**src/shared/tlpu_consts.vh**
```
// Constants of the packet user interface.
`ifndef TLPU_CONSTS_VH
`define TLPU_CONSTS_VH

// Word width of the four-lane, two-lane and downgraded variants.
`define TLPU_WIDE_W      64
// Word width of the native single-lane variant.
`define TLPU_NARROW_W    16
// Depth of the transmit staging buffer in words.
`define TLPU_FIFO_DEPTH  4
// Number of address windows checked on receive.
`define TLPU_BAR_NUM     7
// Header sizes in doublewords.
`define TLPU_HDR3_DW     11'h003
`define TLPU_HDR4_DW     11'h004
// Bit positions inside the first header doubleword.
`define TLPU_FMT_DATA    30
`define TLPU_FMT_4DW     29
`define TLPU_DIGEST      15
`define TLPU_LEN_MSB     9
// Format and type bytes of configuration accesses aimed at the core's own registers.
`define TLPU_CFG0_RD     8'h04
`define TLPU_CFG0_WR     8'h44
// Type field values of memory and I/O requests.
`define TLPU_TYPE_MEM    5'h00
`define TLPU_TYPE_MEML   5'h01
`define TLPU_TYPE_IO     5'h02

`endif

```
**src/rtl/tlpu_core.v**
```verilog
// Packet user interface: transmit grant and buffer, receive filter, credit return.
//
// Overview of operation
// - First word with start mark comes the cycle after the grant.
// - Grant stays high until one cycle before the last data cycle; here it also drops while the transmit buffer has no room.
// - Word width is 64 bits except the native single-lane variant.
// - Native single-lane variant carries 16-bit words.
// - Lower layers add framing, sequence number and link CRC.
// - Configuration accesses to core registers are consumed; others forwarded.
// - Enabled windows are checked; hits flagged on seven bits.
// - Start mark on first word, rest on following cycles, end mark on last.
// - CRC error flag rises in the final cycle.
// - Malformed flag may rise in any cycle of the packet.
// - At least one idle cycle between an end mark and the next start.
// - Packets leave no faster than they arrive, so gaps may appear.

`include "tlpu_consts.vh"

// Transmit staging buffer with first-word-fall-through output.
module tlpu_fifo #(
    parameter W     = 66,
    parameter DEPTH = `TLPU_FIFO_DEPTH,
    parameter AW    = 2
) (
    // Clock and reset.
    input  wire          mclk,
    input  wire          sys_rst,
    // Filling side.
    input  wire          in_valid,
    output wire          in_ready,
    input  wire [W-1:0]  in_data,
    // Draining side.
    output wire          out_valid,
    input  wire          out_ready,
    output wire [W-1:0]  out_data,
    // Fill level.
    output reg  [AW:0]   level
);
    reg [W-1:0]  mem [0:DEPTH-1];
    reg [AW-1:0] wr_ptr;
    reg [AW-1:0] rd_ptr;
    wire         push;
    wire         pop;

    assign in_ready  = (level != DEPTH[AW:0]);
    assign out_valid = (level != {(AW+1){1'b0}});
    assign out_data  = mem[rd_ptr];
    assign push      = in_valid && in_ready;
    assign pop       = out_valid && out_ready;

    // Storage has no reset; only the pointers and level define what is valid.
    always @(posedge mclk)
    begin
        if (push)
            mem[wr_ptr] <= in_data;
    end

    // Pointers wrap at the depth, which need not be a power of two.
    always @(posedge mclk or posedge sys_rst)
    begin
        if (sys_rst)
        begin
            wr_ptr <= {AW{1'b0}};
            rd_ptr <= {AW{1'b0}};
            level  <= {(AW+1){1'b0}};
        end
        else
        begin
            if (push)
                wr_ptr <= (wr_ptr == DEPTH[AW-1:0] - 1'b1) ? {AW{1'b0}} : wr_ptr + 1'b1;
            if (pop)
                rd_ptr <= (rd_ptr == DEPTH[AW-1:0] - 1'b1) ? {AW{1'b0}} : rd_ptr + 1'b1;
            if (push && !pop)
                level <= level + 1'b1;
            else if (pop && !push)
                level <= level - 1'b1;
        end
    end
endmodule

module tlpu_core #(
    parameter DATA_W = `TLPU_WIDE_W,
    parameter DEPTH  = `TLPU_FIFO_DEPTH,
    parameter AW     = 2
) (
    // Clock and reset.
    input  wire                     mclk,
    input  wire                     sys_rst,
    // Transmit, user side.
    input  wire                     xmit_request,
    output wire                     xmit_grant,
    input  wire                     xmit_start_mark,
    input  wire                     xmit_end_mark,
    input  wire [DATA_W-1:0]        xmit_data,
    // Far-end credit, user side.
    output reg  [7:0]               far_posted_hdr_credit,
    output reg  [11:0]              far_posted_data_credit,
    output reg  [7:0]               far_nonposted_hdr_credit,
    output reg  [11:0]              far_nonposted_data_credit,
    output reg                      far_posted_hdr_unlim,
    output reg                      far_posted_data_unlim,
    output reg                      far_nonposted_hdr_unlim,
    output reg                      far_nonposted_data_unlim,
    output reg                      posted_credit_recheck,
    output reg                      completion_credit_recheck,
    // Far-end credit, link side.
    input  wire [8:0]               link_ph_credit,
    input  wire [12:0]              link_pd_credit,
    input  wire [8:0]               link_nph_credit,
    input  wire [12:0]              link_npd_credit,
    input  wire                     link_p_recheck,
    input  wire                     link_cpl_recheck,
    // Transmit, link side.
    output wire                     link_tx_valid,
    input  wire                     link_tx_ready,
    output wire                     link_tx_start,
    output wire                     link_tx_end,
    output wire [DATA_W-1:0]        link_tx_data,
    // Receive, link side.
    input  wire                     link_rx_valid,
    output wire                     link_rx_ready,
    input  wire                     link_rx_start,
    input  wire                     link_rx_end,
    input  wire                     link_rx_crc_err,
    input  wire                     link_rx_len_err,
    input  wire [DATA_W-1:0]        link_rx_data,
    // Address windows.
    input  wire [6:0]               bar_enable,
    input  wire [7*32-1:0]          bar_base,
    input  wire [7*32-1:0]          bar_mask,
    // Receive, user side.
    output reg                      recv_valid,
    output reg                      recv_start_mark,
    output reg                      recv_end_mark,
    output reg  [DATA_W-1:0]        recv_data,
    output reg  [6:0]               recv_bar_hit,
    output reg                      recv_crc_error_flag,
    output reg                      recv_malformed_flag,
    output reg                      cfg_consumed,
    // Credit return, user to link.
    input  wire                     posted_hdr_credit_return,
    input  wire                     posted_data_credit_return,
    input  wire [7:0]               posted_data_credit_count,
    input  wire                     nonposted_hdr_credit_return,
    output reg                      link_ph_release,
    output reg                      link_pd_release,
    output reg  [7:0]               link_pd_count,
    output reg                      link_nph_release
);
    // Whole words in a three-doubleword header, rounded down: 96 bits over the word width (1 at 64 bits).
    localparam [12:0] MIN_W = 13'd96 / DATA_W;

    // Packet length in words from its first header doubleword.
    function [12:0] tlpu_words;
        input [31:0] dw0;
        reg   [10:0] dws;
        reg   [10:0] len;
        begin
            len = (dw0[`TLPU_LEN_MSB:0] == 10'h000) ? 11'h400 : {1'b0, dw0[`TLPU_LEN_MSB:0]};
            dws = dw0[`TLPU_FMT_4DW] ? `TLPU_HDR4_DW : `TLPU_HDR3_DW;
            if (dw0[`TLPU_FMT_DATA])
                dws = dws + len;
            if (dw0[`TLPU_DIGEST])
                dws = dws + 11'h001;
            tlpu_words = (({2'b00, dws} << 5) + DATA_W[12:0] - 13'h0001) / DATA_W[12:0];
        end
    endfunction

    reg          tx_act;
    reg          tx_due;
    reg          tx_known;
    reg  [12:0]  tx_total;
    reg  [12:0]  tx_issued;
    reg  [12:0]  tx_rcvd;
    reg          rechk_q;
    wire [31:0]  dw0_now;
    wire         dw0_done;
    wire [12:0]  total_eff;
    wire         known_eff;
    wire         room;
    wire         tx_last;
    wire         fifo_in_ready;
    wire [AW:0]  fifo_level;

    // Header doubleword: whole in the first wide word, assembled over narrow words.
    generate
        if (DATA_W >= 32)
        begin : g_wide
            assign dw0_now  = xmit_data[DATA_W-1 -: 32];
            assign dw0_done = tx_due && (tx_rcvd == 13'h0000);
        end
        else
        begin : g_narrow
            reg [31:0] hdr_sh;
            assign dw0_now  = {hdr_sh[31-DATA_W:0], xmit_data};
            assign dw0_done = tx_due && (tx_rcvd == (13'd32 / DATA_W) - 13'h0001);
            always @(posedge mclk or posedge sys_rst)
            begin
                if (sys_rst)
                    hdr_sh <= 32'h0000_0000;
                else if (tx_due)
                    hdr_sh <= dw0_now;
            end
        end
    endgenerate

    assign total_eff = dw0_done ? tlpu_words(dw0_now) : tx_total;
    assign known_eff = tx_known || dw0_done;
    assign tx_last   = tx_due && (xmit_end_mark || (known_eff && tx_rcvd + 13'h0001 == total_eff));

    // A granted word lands next cycle, so count it against the room.
    assign room = fifo_in_ready && (({1'b0, fifo_level} + {{AW{1'b0}}, tx_due}) < DEPTH);

    // Grant waits out a recheck so the user has a cycle to withdraw; during a packet
    // it runs while words remain and the buffer has room, and ends one cycle before the last data cycle.
    assign xmit_grant = !tx_act
        ? (xmit_request && room && !posted_credit_recheck && !completion_credit_recheck && !rechk_q)
        : (room && !tx_last && (tx_issued < MIN_W || (known_eff && tx_issued < total_eff)));

    // Transmit packet tracking; data is expected the cycle after each grant.
    always @(posedge mclk or posedge sys_rst)
    begin
        if (sys_rst)
        begin
            tx_act    <= 1'b0;
            tx_due    <= 1'b0;
            tx_known  <= 1'b0;
            tx_total  <= 13'h0000;
            tx_issued <= 13'h0000;
            tx_rcvd   <= 13'h0000;
            rechk_q   <= 1'b0;
        end
        else
        begin
            rechk_q <= posted_credit_recheck || completion_credit_recheck;
            tx_due  <= xmit_grant;
            if (!tx_act)
            begin
                tx_known <= 1'b0;
                tx_rcvd  <= 13'h0000;
                if (xmit_grant)
                begin
                    tx_act    <= 1'b1;
                    tx_issued <= 13'h0001;
                end
            end
            else
            begin
                if (xmit_grant)
                    tx_issued <= tx_issued + 13'h0001;
                if (dw0_done)
                begin
                    tx_known <= 1'b1;
                    tx_total <= total_eff;
                end
                if (tx_due)
                    tx_rcvd <= tx_rcvd + 13'h0001;
                if (tx_last)
                    tx_act <= 1'b0;
            end
        end
    end

    // Words pass unframed; link layers add framing and CRC.
    tlpu_fifo #(.W(DATA_W + 2), .DEPTH(DEPTH), .AW(AW)) u_fifo (
        .mclk      (mclk),
        .sys_rst   (sys_rst),
        .in_valid  (tx_due),
        .in_ready  (fifo_in_ready),
        .in_data   ({xmit_start_mark, xmit_end_mark, xmit_data}),
        .out_valid (link_tx_valid),
        .out_ready (link_tx_ready),
        .out_data  ({link_tx_start, link_tx_end, link_tx_data}),
        .level     (fifo_level)
    );

    // Credit view and rechecks, registered toward the user.
    always @(posedge mclk or posedge sys_rst)
    begin
        if (sys_rst)
        begin
            far_posted_hdr_credit <= 8'h00;
            far_posted_data_credit <= 12'h000;
            far_nonposted_hdr_credit <= 8'h00;
            far_nonposted_data_credit <= 12'h000;
            far_posted_hdr_unlim <= 1'b0;
            far_posted_data_unlim <= 1'b0;
            far_nonposted_hdr_unlim <= 1'b0;
            far_nonposted_data_unlim <= 1'b0;
            posted_credit_recheck <= 1'b0;
            completion_credit_recheck <= 1'b0;
            link_ph_release <= 1'b0;
            link_pd_release <= 1'b0;
            link_pd_count <= 8'h00;
            link_nph_release <= 1'b0;
        end
        else
        begin
            far_posted_hdr_credit <= link_ph_credit[7:0];
            far_posted_data_credit <= link_pd_credit[11:0];
            far_nonposted_hdr_credit <= link_nph_credit[7:0];
            far_nonposted_data_credit <= link_npd_credit[11:0];
            far_posted_hdr_unlim <= link_ph_credit[8];
            far_posted_data_unlim <= link_pd_credit[12];
            far_nonposted_hdr_unlim <= link_nph_credit[8];
            far_nonposted_data_unlim <= link_npd_credit[12];
            posted_credit_recheck <= link_p_recheck;
            completion_credit_recheck <= link_cpl_recheck;
            link_ph_release <= posted_hdr_credit_return;
            link_pd_release <= posted_data_credit_return;
            link_nph_release <= nonposted_hdr_credit_return;
            if (posted_data_credit_return)
                link_pd_count <= posted_data_credit_count;
        end
    end

    // Receive: hold one word so the first word can leave with the window hit, which
    // needs the address in the second word. Address check assumes the wide layout.
    reg              h_valid;
    reg              h_start;
    reg              h_end;
    reg              h_crc;
    reg              h_len;
    reg [DATA_W-1:0] h_data;
    reg              rx_drop;
    reg              rx_malf;
    wire [31:0]      rx_addr;
    wire [6:0]       hit_vec;
    wire             h_is_req;
    wire             h_is_cfg;
    wire             block_start;
    wire             emit;
    wire             take;

    assign h_is_cfg    = (h_data[DATA_W-1 -: 8] == `TLPU_CFG0_RD) || (h_data[DATA_W-1 -: 8] == `TLPU_CFG0_WR);
    assign h_is_req    = (h_data[DATA_W-4 -: 5] == `TLPU_TYPE_MEM) || (h_data[DATA_W-4 -: 5] == `TLPU_TYPE_MEML)
                      || (h_data[DATA_W-4 -: 5] == `TLPU_TYPE_IO);
    assign rx_addr     = h_data[DATA_W-3] ? link_rx_data[31:0] : link_rx_data[DATA_W-1 -: 32];
    assign block_start = h_start && !h_is_cfg && recv_valid && recv_end_mark;
    assign emit        = h_valid && (h_end || link_rx_valid) && !block_start;
    assign take        = link_rx_valid && link_rx_ready;
    assign link_rx_ready = !h_valid || (emit && !h_end) || (h_end && !block_start);

    // One comparator per window.
    genvar gi;
    generate
        for (gi = 0; gi < `TLPU_BAR_NUM; gi = gi + 1)
        begin : g_bar
            assign hit_vec[gi] = bar_enable[gi]
                && ((rx_addr & bar_mask[gi*32 +: 32]) == (bar_base[gi*32 +: 32] & bar_mask[gi*32 +: 32]));
        end
    endgenerate

    // Forwarding stage; core configuration packets are swallowed.
    always @(posedge mclk or posedge sys_rst)
    begin
        if (sys_rst)
        begin
            h_valid <= 1'b0;
            h_start <= 1'b0;
            h_end <= 1'b0;
            h_crc <= 1'b0;
            h_len <= 1'b0;
            h_data <= {DATA_W{1'b0}};
            rx_drop <= 1'b0;
            rx_malf <= 1'b0;
            recv_valid <= 1'b0;
            recv_start_mark <= 1'b0;
            recv_end_mark <= 1'b0;
            recv_data <= {DATA_W{1'b0}};
            recv_bar_hit <= 7'h00;
            recv_crc_error_flag <= 1'b0;
            recv_malformed_flag <= 1'b0;
            cfg_consumed <= 1'b0;
        end
        else
        begin
            if (take)
            begin
                h_valid <= 1'b1;
                h_start <= link_rx_start;
                h_end   <= link_rx_end;
                h_crc   <= link_rx_crc_err;
                h_len   <= link_rx_len_err;
                h_data  <= link_rx_data;
            end
            else if (emit)
                h_valid <= 1'b0;
            cfg_consumed <= emit && h_start && h_is_cfg;
            if (emit && h_start)
                rx_drop <= h_is_cfg;
            // A length error marks its word and the rest of the packet.
            if (emit && h_end)
                rx_malf <= 1'b0;
            else if (emit && h_len)
                rx_malf <= 1'b1;
            recv_valid <= emit && !(h_start ? h_is_cfg : rx_drop);
            recv_start_mark <= emit && h_start && !h_is_cfg;
            recv_end_mark <= emit && h_end && !(h_start ? h_is_cfg : rx_drop);
            recv_crc_error_flag <= emit && h_end && h_crc && !rx_drop;
            recv_malformed_flag <= emit && (h_len || rx_malf) && !(h_start ? h_is_cfg : rx_drop);
            if (emit)
            begin
                recv_data    <= h_data;
                recv_bar_hit <= (h_start && h_is_req && !h_end) ? hit_vec : 7'h00;
            end
        end
    end
endmodule

```
**config.mk**
```make
export PLATFORM = sky130hd
export DESIGN_NAME = tlpu_core
export DESIGN_NICKNAME = d
export VERILOG_FILES = /design/src/rtl/tlpu_core.v
export VERILOG_INCLUDE_DIRS = /design/src /design/src/shared
export SDC_FILE = /design/constraint.sdc
export NUM_CORES = 1
export LEC_CHECK = 0
export BUFFER_PORTS_ARGS = -buffer_cell sky130_fd_sc_hd__buf_2
export CORE_AREA = 2 2 335 337
export CTS_BUF_LIST = sky130_fd_sc_hd__clkbuf_8
export CTS_CLUSTER_DIAMETER = 60
export DETAILED_ROUTE_END_ITERATION = 10
export DIE_AREA = 0 0 337 339
export GPL_ROUTABILITY_DRIVEN = 1
export GPL_TIMING_DRIVEN = 1
export PLACE_DENSITY = 0.41
export RECOVER_POWER = 100
export SETUP_SLACK_MARGIN = 0.4
export SLEW_MARGIN = 20
export SYNTH_ARGS = -nofsm -noshare
export SYNTH_HDL_FRONTEND = slang
export SYNTH_SLANG_ARGS = --single-unit
```
**constraint.sdc**
```tcl
create_clock -name mclk -period 9.2 [get_ports mclk]
set_clock_uncertainty 0.2 [all_clocks]
set_input_delay 0 -clock mclk [delete_from_list [all_inputs] [get_ports mclk]]
set_output_delay 0 -clock mclk [all_outputs]
set_load 0.02 [all_outputs]
```
==> impl_metrics.ini, run 1 <==
[logic_synthesis]
synth_seq_cells = 519
synth.net_count = 2413
ys_warn_count = 0
synth.distinct_cells = 61
avgSynthCellArea_um2 = 13.68
ys.flop_type = edfxtp_1
synth_edf_count = 264
synth_seq_area_share_pct = 60.25
syn_area_um2 = 23750
synthArstFlopShare_pct = 49.13
netlist_instances = 1736

[power_and_ir_drop]
internal_power_w = 0.005292
switching_share_pct = 36.28
seqPwrFrac_pct = 37.1
pwr-share-comb_pct = 34.0
vdd_drop_max_mv = 0.1322
p_clk_share_pct = 28.9
p_per_area_nw_per_um2 = 227.5
leakagePower_nw = 14.69
p_sw_w = 0.003013

[global_route]
use_met2_pct = 35.58
grt_antenna_before_repair = 57
grt_use_met3_pct = 6.350
track_usage_pct = 20.38
grt_max_degree = 86
met1_usage_pct = 22.40
grt_pass1_wl_um = 165500
grt_overflow_total = 0
gr-max-usage-layer = met2
grt_pass1_vias = 22502

[setup_path]
worstSetupPathType = flip-flop to output pin
cp-start-kind = flip-flop
required_ns = 9.00
worst-path-max-fanout = 25
cp_cell_sequence = clkbuf_1, or4b_1, nor4_1, mux2i_1, ha_1, a21oi_1, nand2_1, a21o_1, maj3_1, maj3_1, o21a_1, a21o_1, inv_1, clkbuf_1
cp.arrival_ns = 6.67
cpPeakStageDelay_ns = 1.53
critPathCaptureType = output pin
slowest_stage = nor4_1

[sta]
hold_violations = 0
fmax_ghz = 0.1457
hold_slack_ns = 0.09095
drv_slew = 679
tns_ns = 0
relSlewSlack_pct = -150.5
tightestPinTransition_ns = 3.757
grt_setup_unrepaired = no
min_period_over_period_pct = 74.63
final.min_clock_period_ns = 6.866
setup-violations-final = 0

[cts]
cts_buffers = 99
cts_tree = built
clkTransAtPathRegs_ns = 0.06
cts.path.max_buffers = 3
hold_buffers = 457
clock_sinks = 519
worstSkewPairLatency_ns = 0.75
cts_resized = 0
clock-root-buffer = clkbuf_8
postCtsSetupBuffers = 0
cts-htree-levels = 3

[floorplanning]
core_area_um2 = 110400
dieWidth_um = 337
dieArea_um2 = 114200
ios = 854
die_h_um = 339
initial_core_util_pct = 21.52
rows = 122

[routing]
drt-initial-drc-count = 988
dr.pass1.iters = 5
num_vias = 20476
vias_per_cell = 4.342
ant_nets = 0
drc = 0
wire_per_inst_um = 25.18
wirelength_um = 118700

[layout]
stdcell_area_um2 = 36510
final-seq-area_um2 = 14310
drive_gt1_share_pct = 31.02
fin_nets = 3793
multi_input_area_um2 = 9298
fillers = 11345
syn_to_final_growth_pct = 53.73

[placed_design]
place_area_um2 = 30120
dp_hpwl_um = 92000
port-buffer-count = 853
place_congestion = 0.9502

[status]
outcome = finished, violations left
violations = max-capacitance violations, max-slew violations

[run]
drv_cap = 17

[hold_path]
worstHoldPathType = input pin to flip-flop
==> Yosys cell counts (all sizes together), types with 9 or more instances <==
cell,number,area (µm²)
nor3,10,50.05
xnor2,250,2190
o21ai,27,135.1
inv,17,63.81
mux4,66,1486
nand4,42,262.8
a21o,9,67.56
or4,16,120.1
mux2i,41,410.4
nor4,9,71.32
edfxtp,264,7928
nand2,253,949.7
buf,18,83.83
a22oi,84,630.6
xor2,18,157.7
ha,24,300.3
and2,21,131.4
nor2,33,123.9
clkbuf,48,180.2
a21oi,22,110.1
mux2,84,945.9
a221oi,9,78.83
nand3,17,85.08
or3,10,62.56
dfrtp,255,6381
==> kinds of logic (layout without fill, tap and decap cells) <==
| family | count (synthesis) | in the layout | share of synthesized area (%) |
|---|---|---|---|
| buf+inv | 83 | 1548 | 1.380 |
| xor+xnor | 268 | 268 | 9.884 |
| mux | 191 | 191 | 11.97 |
| compound gates | 209 | 209 | 6.317 |
| flops | 519 | 519 | 60.25 |
| fa+ha+maj | 28 | 28 | 1.528 |
| simple gates | 438 | 438 | 8.672 |
| other cells | 0 | 27 | 0 |
==> layout make-up <==
| type | instances | share of cell area, % |
|---|---|---|
| tap | 1488 | 5.100 |
| clock inverter | 75 | 1.566 |
| sequential | 519 | 39.21 |
| timing repair buffer | 1345 | 24.11 |
| antenna | 27 | 0.1851 |
| multi-input combinational | 1134 | 25.47 |
| inverter | 17 | 0.1782 |
| clock buffer | 111 | 4.185 |
==> sequential cells by signal (all words and copies together), names as in the netlist, 2 cells and up <==
name	count
far_nonposted_data_credit	12
far_nonposted_hdr_credit	8
far_posted_data_credit	12
far_posted_hdr_credit	8
h_data	64
link_pd_count	8
recv_bar_hit	7
recv_data	64
tx_issued	13
tx_rcvd	13
tx_total	13
u_fifo.level	3
u_fifo.mem	264
u_fifo.rd_ptr	2
u_fifo.wr_ptr	2
==> per-layer routing <==
layer / part of all wire, % / up-vias
met3: 7.8 / 226
met2: 50 / 777
met5: 0.15 / -
li1: - / 9243
met4: 4.9 / 30
met1: 37 / 10200
==> cell usage in the layout (no fill, tap or decap), types with 7 or more instances in the layout <==
master	n
buf_2	634
dlygate4sd3_1	457
edfxtp_1	264
nand2_1	253
dfrtp_1	253
xnor2_1	250
clkbuf_1	227
clkbuf_8	111
mux2_2	84
a22oi_1	84
mux4_2	66
inv_1	55
nand4_1	42
nor2_1	33
diode_2	27
o21ai_0	27
buf_4	25
ha_1	24
a21oi_1	22
mux2i_2	21
xor2_1	18
nand3_1	17
or4_1	16
and2_0	14
or3_1	10
nor3_1	10
mux2i_1	10
mux2i_4	10
a21o_1	9
nor4_1	9
a221oi_1	9
clkinv_1	9
clkinv_2	9
o21a_1	7
a22o_1	7
a222oi_1	7
bufinv_16	7
==> stage by stage <==
step	total power (W)	util [%]	setup WS, ns	cells
4_1_cts	0.008528	33.34	3.234	4689
6_report	0.008305	33.08	2.334	4716
2_1_floorplan	0.004696	-	1.987	1736
3_3_place_gp	0.005864	27.29	3.407	4046
5_1_grt	0.008796	33.07	1.618	4711
3_5_place_dp	0.005886	27.29	3.388	4046
==> critical path, delay by kind of cell, from the launching register on <==
family / cells / cell delay, ns
DFF: 1 / 0.32
adders and majority gates: 3 / 1.07
AOI/OAI and AO/OA: 4 / 0.89
muxes: 1 / 0.34
and+or+nand+nor: 3 / 2.16
buffers and inverters: 3 / 1.11
==> path summary, 6_finish.rpt <==
path	from	to	slack (ns)	cells after the start
min in group asynchronous	sys_rst	posted_credit_recheck	1.12	4
min	bar_mask[53]	recv_bar_hit[1]	0.09	6
max reg2reg	tx_due	u_fifo.mem[1][22]	2.34	4
max	tx_due	xmit_grant	2.33	14
min reg2reg	h_data[28]	recv_data[28]	0.26	2
max in group asynchronous	sys_rst	u_fifo.rd_ptr[1]	2.81	5
==> power by group through the flow <==
stage | Sequential (W) | Combinational (W) | Clock, W
3_3_place_gp | 0.00310 | 0.00276 | 0
2_1_floorplan | 0.00313 | 0.00156 | 0
4_1_cts | 0.00307 | 0.00296 | 0.00250
3_5_place_dp | 0.00312 | 0.00277 | 0
5_1_grt | 0.00313 | 0.00306 | 0.00260
6_report | 0.00308 | 0.00283 | 0.00240
Note: power is estimated with default switching activity, not from simulation.
==> inputs of run 2 (changes only) <==
--- a/config.mk
+++ b/config.mk
@@ -6,15 +6,16 @@
 export SDC_FILE = /design/constraint.sdc
 export NUM_CORES = 1
 export LEC_CHECK = 0
+export ABC_AREA = 1
 export BUFFER_PORTS_ARGS = -buffer_cell sky130_fd_sc_hd__buf_2
-export CORE_AREA = 2 2 335 337
+export CORE_AREA = 2 2 331 333
 export CTS_BUF_LIST = sky130_fd_sc_hd__clkbuf_8
 export CTS_CLUSTER_DIAMETER = 60
 export DETAILED_ROUTE_END_ITERATION = 10
-export DIE_AREA = 0 0 337 339
+export DIE_AREA = 0 0 333 335
 export GPL_ROUTABILITY_DRIVEN = 1
 export GPL_TIMING_DRIVEN = 1
-export PLACE_DENSITY = 0.41
+export PLACE_DENSITY = 0.44
 export RECOVER_POWER = 100
 export SETUP_SLACK_MARGIN = 0.4
 export SLEW_MARGIN = 20
==> constraint.sdc (replaced) <==
create_clock -name mclk -period 5.63 [get_ports mclk]
set_clock_uncertainty 0.2 [all_clocks]
set_input_delay 0 -clock mclk [delete_from_list [all_inputs] [get_ports mclk]]
set_output_delay 0 -clock mclk [all_outputs]
set_load 0.02 [all_outputs]
==> impl_metrics.ini, run 2 <==
[routing]
wire_per_inst_um = 23.26
wirelength_um = 126600
num_vias = 24882
drc = 0
ant_nets = 0
drt-initial-drc-count = 2330
dr.pass1.iters = 6
vias_per_cell = 4.572

[layout]
drive_gt1_share_pct = 23.09
top_regs = u_fifo.mem x264, h_data x64, recv_data x64
fin_util_pct = 34.20
final_cell_mix = buf_2 (639), nand2_1 (499), dlygate4sd3_1 (467), o21ai_0 (312), edfxtp_1 (264)
largest_register_ffs = 264
regMostFlops = u_fifo.mem
layout_commonest_cell = buf_2
syn_to_final_growth_pct = 50.73
fin_nets = 4602

[floorplanning]
die_h_um = 335
dieWidth_um = 333
ios = 854
rows = 121
core_area_um2 = 108100
initial_core_util_pct = 22.69
dieArea_um2 = 111600

[sta]
grt_setup_unrepaired = no
drv_slew = 415
final.min_clock_period_ns = 5.310
hold_violations = 0
tightestPinTransition_ns = 2.614
fmax_ghz = 0.1883
tns_ns = 0
setup-violations-final = 0
relSlewSlack_pct = -74.27
min_period_over_period_pct = 94.32

[placed_design]
place_congestion = 1.057
port-buffer-count = 853
dp_hpwl_um = 96920

[logic_synthesis]
yosysTopAreaCellShare_pct = 32.32
synth.distinct_cells = 52
ys.flop_type = edfxtp_1
netlist_instances = 2563
synth_seq_area_share_pct = 58.34
avgSynthCellArea_um2 = 9.569
syn_area_um2 = 24530
synth_edf_count = 264
synth.net_count = 3240
synthTopCellsByCount = nand2_1 (500), o21ai_0 (331), edfxtp_1 (264), nor2_1 (256), dfrtp_1 (255)
synthMostInstantiatedCell = nand2_1
synthArstFlopShare_pct = 49.13
synthTopCellsByArea = edfxtp_1 (32%), dfrtp_1 (26%), nand2_1 (7.7%)
ys_warn_count = 0
synth_seq_cells = 519
synth_top_cell_by_area = edfxtp_1

[setup_path]
worstSetupPathType = flip-flop to flip-flop
required_ns = 6.04
worst-path-max-fanout = 32
critPathCaptureType = flip-flop
cp_num_buf_inv = 6
r2r_start = h_data[61]
cp-start-kind = flip-flop
cpPeakStageDelay_ns = 0.85
cpLargestDelayFamily = buffers and inverters
crit_top_cell = dlygate4sd3_1
cp.arrival_ns = 5.72
slowest_stage = dfrtp_2
r2r-end = recv_bar_hit[3]
cp_cell_sequence = clkbuf_2, nand2_1, o21ai_1, clkbuf_2, xor2_1, nand2_1, dlygate4sd3_1, nand4_1, dlygate4sd3_1, nor2_1, dlygate4sd3_1, a32o_1, dlygate4sd3_1
reg2reg_depth = 13
regToRegSetupSlack_ns = 0.32

[hold_path]
worstHoldPathType = input pin to flip-flop
holdPathStages = 4
min_from = bar_mask[146]
whs_endpoint = recv_bar_hit[4]

[status]
violations = max-capacitance violations, max-slew violations
outcome = finished, violations left

[cts]
cts_tree = built
cts.path.max_buffers = 3
cts-htree-levels = 3
clock-root-buffer = clkbuf_8
worstSkewPairLatency_ns = 0.74
clkTransAtPathRegs_ns = 0.06
clock_sinks = 519
cts_buffers = 97

[global_route]
track_usage_pct = 21.85
grt_max_degree = 134
grt_antenna_before_repair = 68
grt_overflow_total = 0
grt_pass1_wl_um = 174900
grt_pass1_vias = 24190

[power_and_ir_drop]
p_per_area_nw_per_um2 = 370.0
leakagePower_nw = 16.09
vdd_drop_max_mv = 0.2048

[run]
drv_cap = 9
==> run 2: cell count changes after synthesis, moves of 41 or more <==
cell and delta:
xor2_1 +64, inv_1 +167, a22oi_1 -81, a21oi_1 +100, nand3_1 +78, o22ai_1 +76, xnor2_1 -238, nand2_1 +247
mux2_2 -62, nor2_1 +223, mux2i_1 -41, clkbuf_1 +50, mux4_2 -66, o21ai_0 +304
==> run 2: cell type report <==
class                      instances  area (µm²)
antenna                           26       65.06
clock buffer                     107        1473
clock inverter                    69       421.7
fill                           11514       71130
inverter                         189       714.4
multi-input combinational       1744        9176
sequential                       519       14320
tap                             1414        1769
timing repair buffer            1374        9031
==> run 2: logic make-up (layout without fill, tap and decap cells) <==
| family | Yosys count | in the layout | share of synthesized area (%) |
|---|---|---|---|
| AO/OA/AOI/OAI | 622 | 622 | 14.23 |
| AND/OR/NAND/NOR | 980 | 980 | 16.97 |
| XOR/XNOR | 94 | 94 | 3.357 |
| multiplexers | 22 | 22 | 1.010 |
| flip-flops | 519 | 519 | 58.34 |
| adder cells (fa/ha/maj) | 26 | 26 | 1.388 |
| buffers and inverters | 300 | 1739 | 4.704 |
| other | 0 | 26 | 0 |
==> run 2: what timing repair did <==
action	CTS	global route
hold endpoints to repair	706	0
hold buffers	468	0
buffers inserted	0	6
gates resized for setup	0	12
setup endpoints to repair	0	1
==> run 2: worst max path at each step <==
stage                  endpoint  cells past startpoint            start  slack (ns)
2_1_floorplan  u_fifo.mem[0][0]                      4  u_fifo.level[1]        1.26
3_3_place_gp         xmit_grant                     34    xmit_data[61]        1.05
3_5_place_dp         xmit_grant                     32    xmit_data[61]        0.96
4_1_cts              xmit_grant                     35    xmit_data[61]        0.44
5_1_grt              xmit_grant                     36    xmit_data[61]        0.21
6_report        recv_bar_hit[3]                     13       h_data[61]        0.32
==> run 2: report_power, final <==
part | internal (W) | switching (W) | leakage [nW]
clock | 0.00190 | 0.00171 | 1.10
sequential | 0.00462 | 0.000434 | 5.52
combinational | 0.00159 | 0.00342 | 9.47
total | 0.00811 | 0.00557 | 16.1
==> run 2: per-layer routing <==
layer  track usage [%]  part of all wire (%)
met1             28.34                    42
met2             33.12                    44
met3             8.113                    10
met4             7.991                   3.4
met5                 0                  0.22
==> run 2: worst reg2reg max path: cells and delay by family (launching register included) <==
kind | cells | cell delay [ns]
XOR/XNOR | 1 | 0.20
AO/OA/AOI/OAI | 2 | 0.37
buffers and inverters | 6 | 3.28
AND/OR/NAND/NOR | 4 | 0.28
flip-flops | 1 | 0.85
==> run 2: through the flow <==
step           instances  hold slack [ns]  total power (W)  worst slack (ns)  cell area (µm²)
4_1_cts             5409         0.002659          0.01388            0.4444            37200
3_5_place_dp        4765         -0.09065         0.009883            0.9649            30620
3_3_place_gp        4765         -0.09160         0.009869             1.046            30610
6_report            5442           0.1264          0.01368            0.3200            36970
5_1_grt             5430           0.1226          0.01449            0.2112            36940
2_1_floorplan       2563          -0.1686         0.007814             1.261            24530
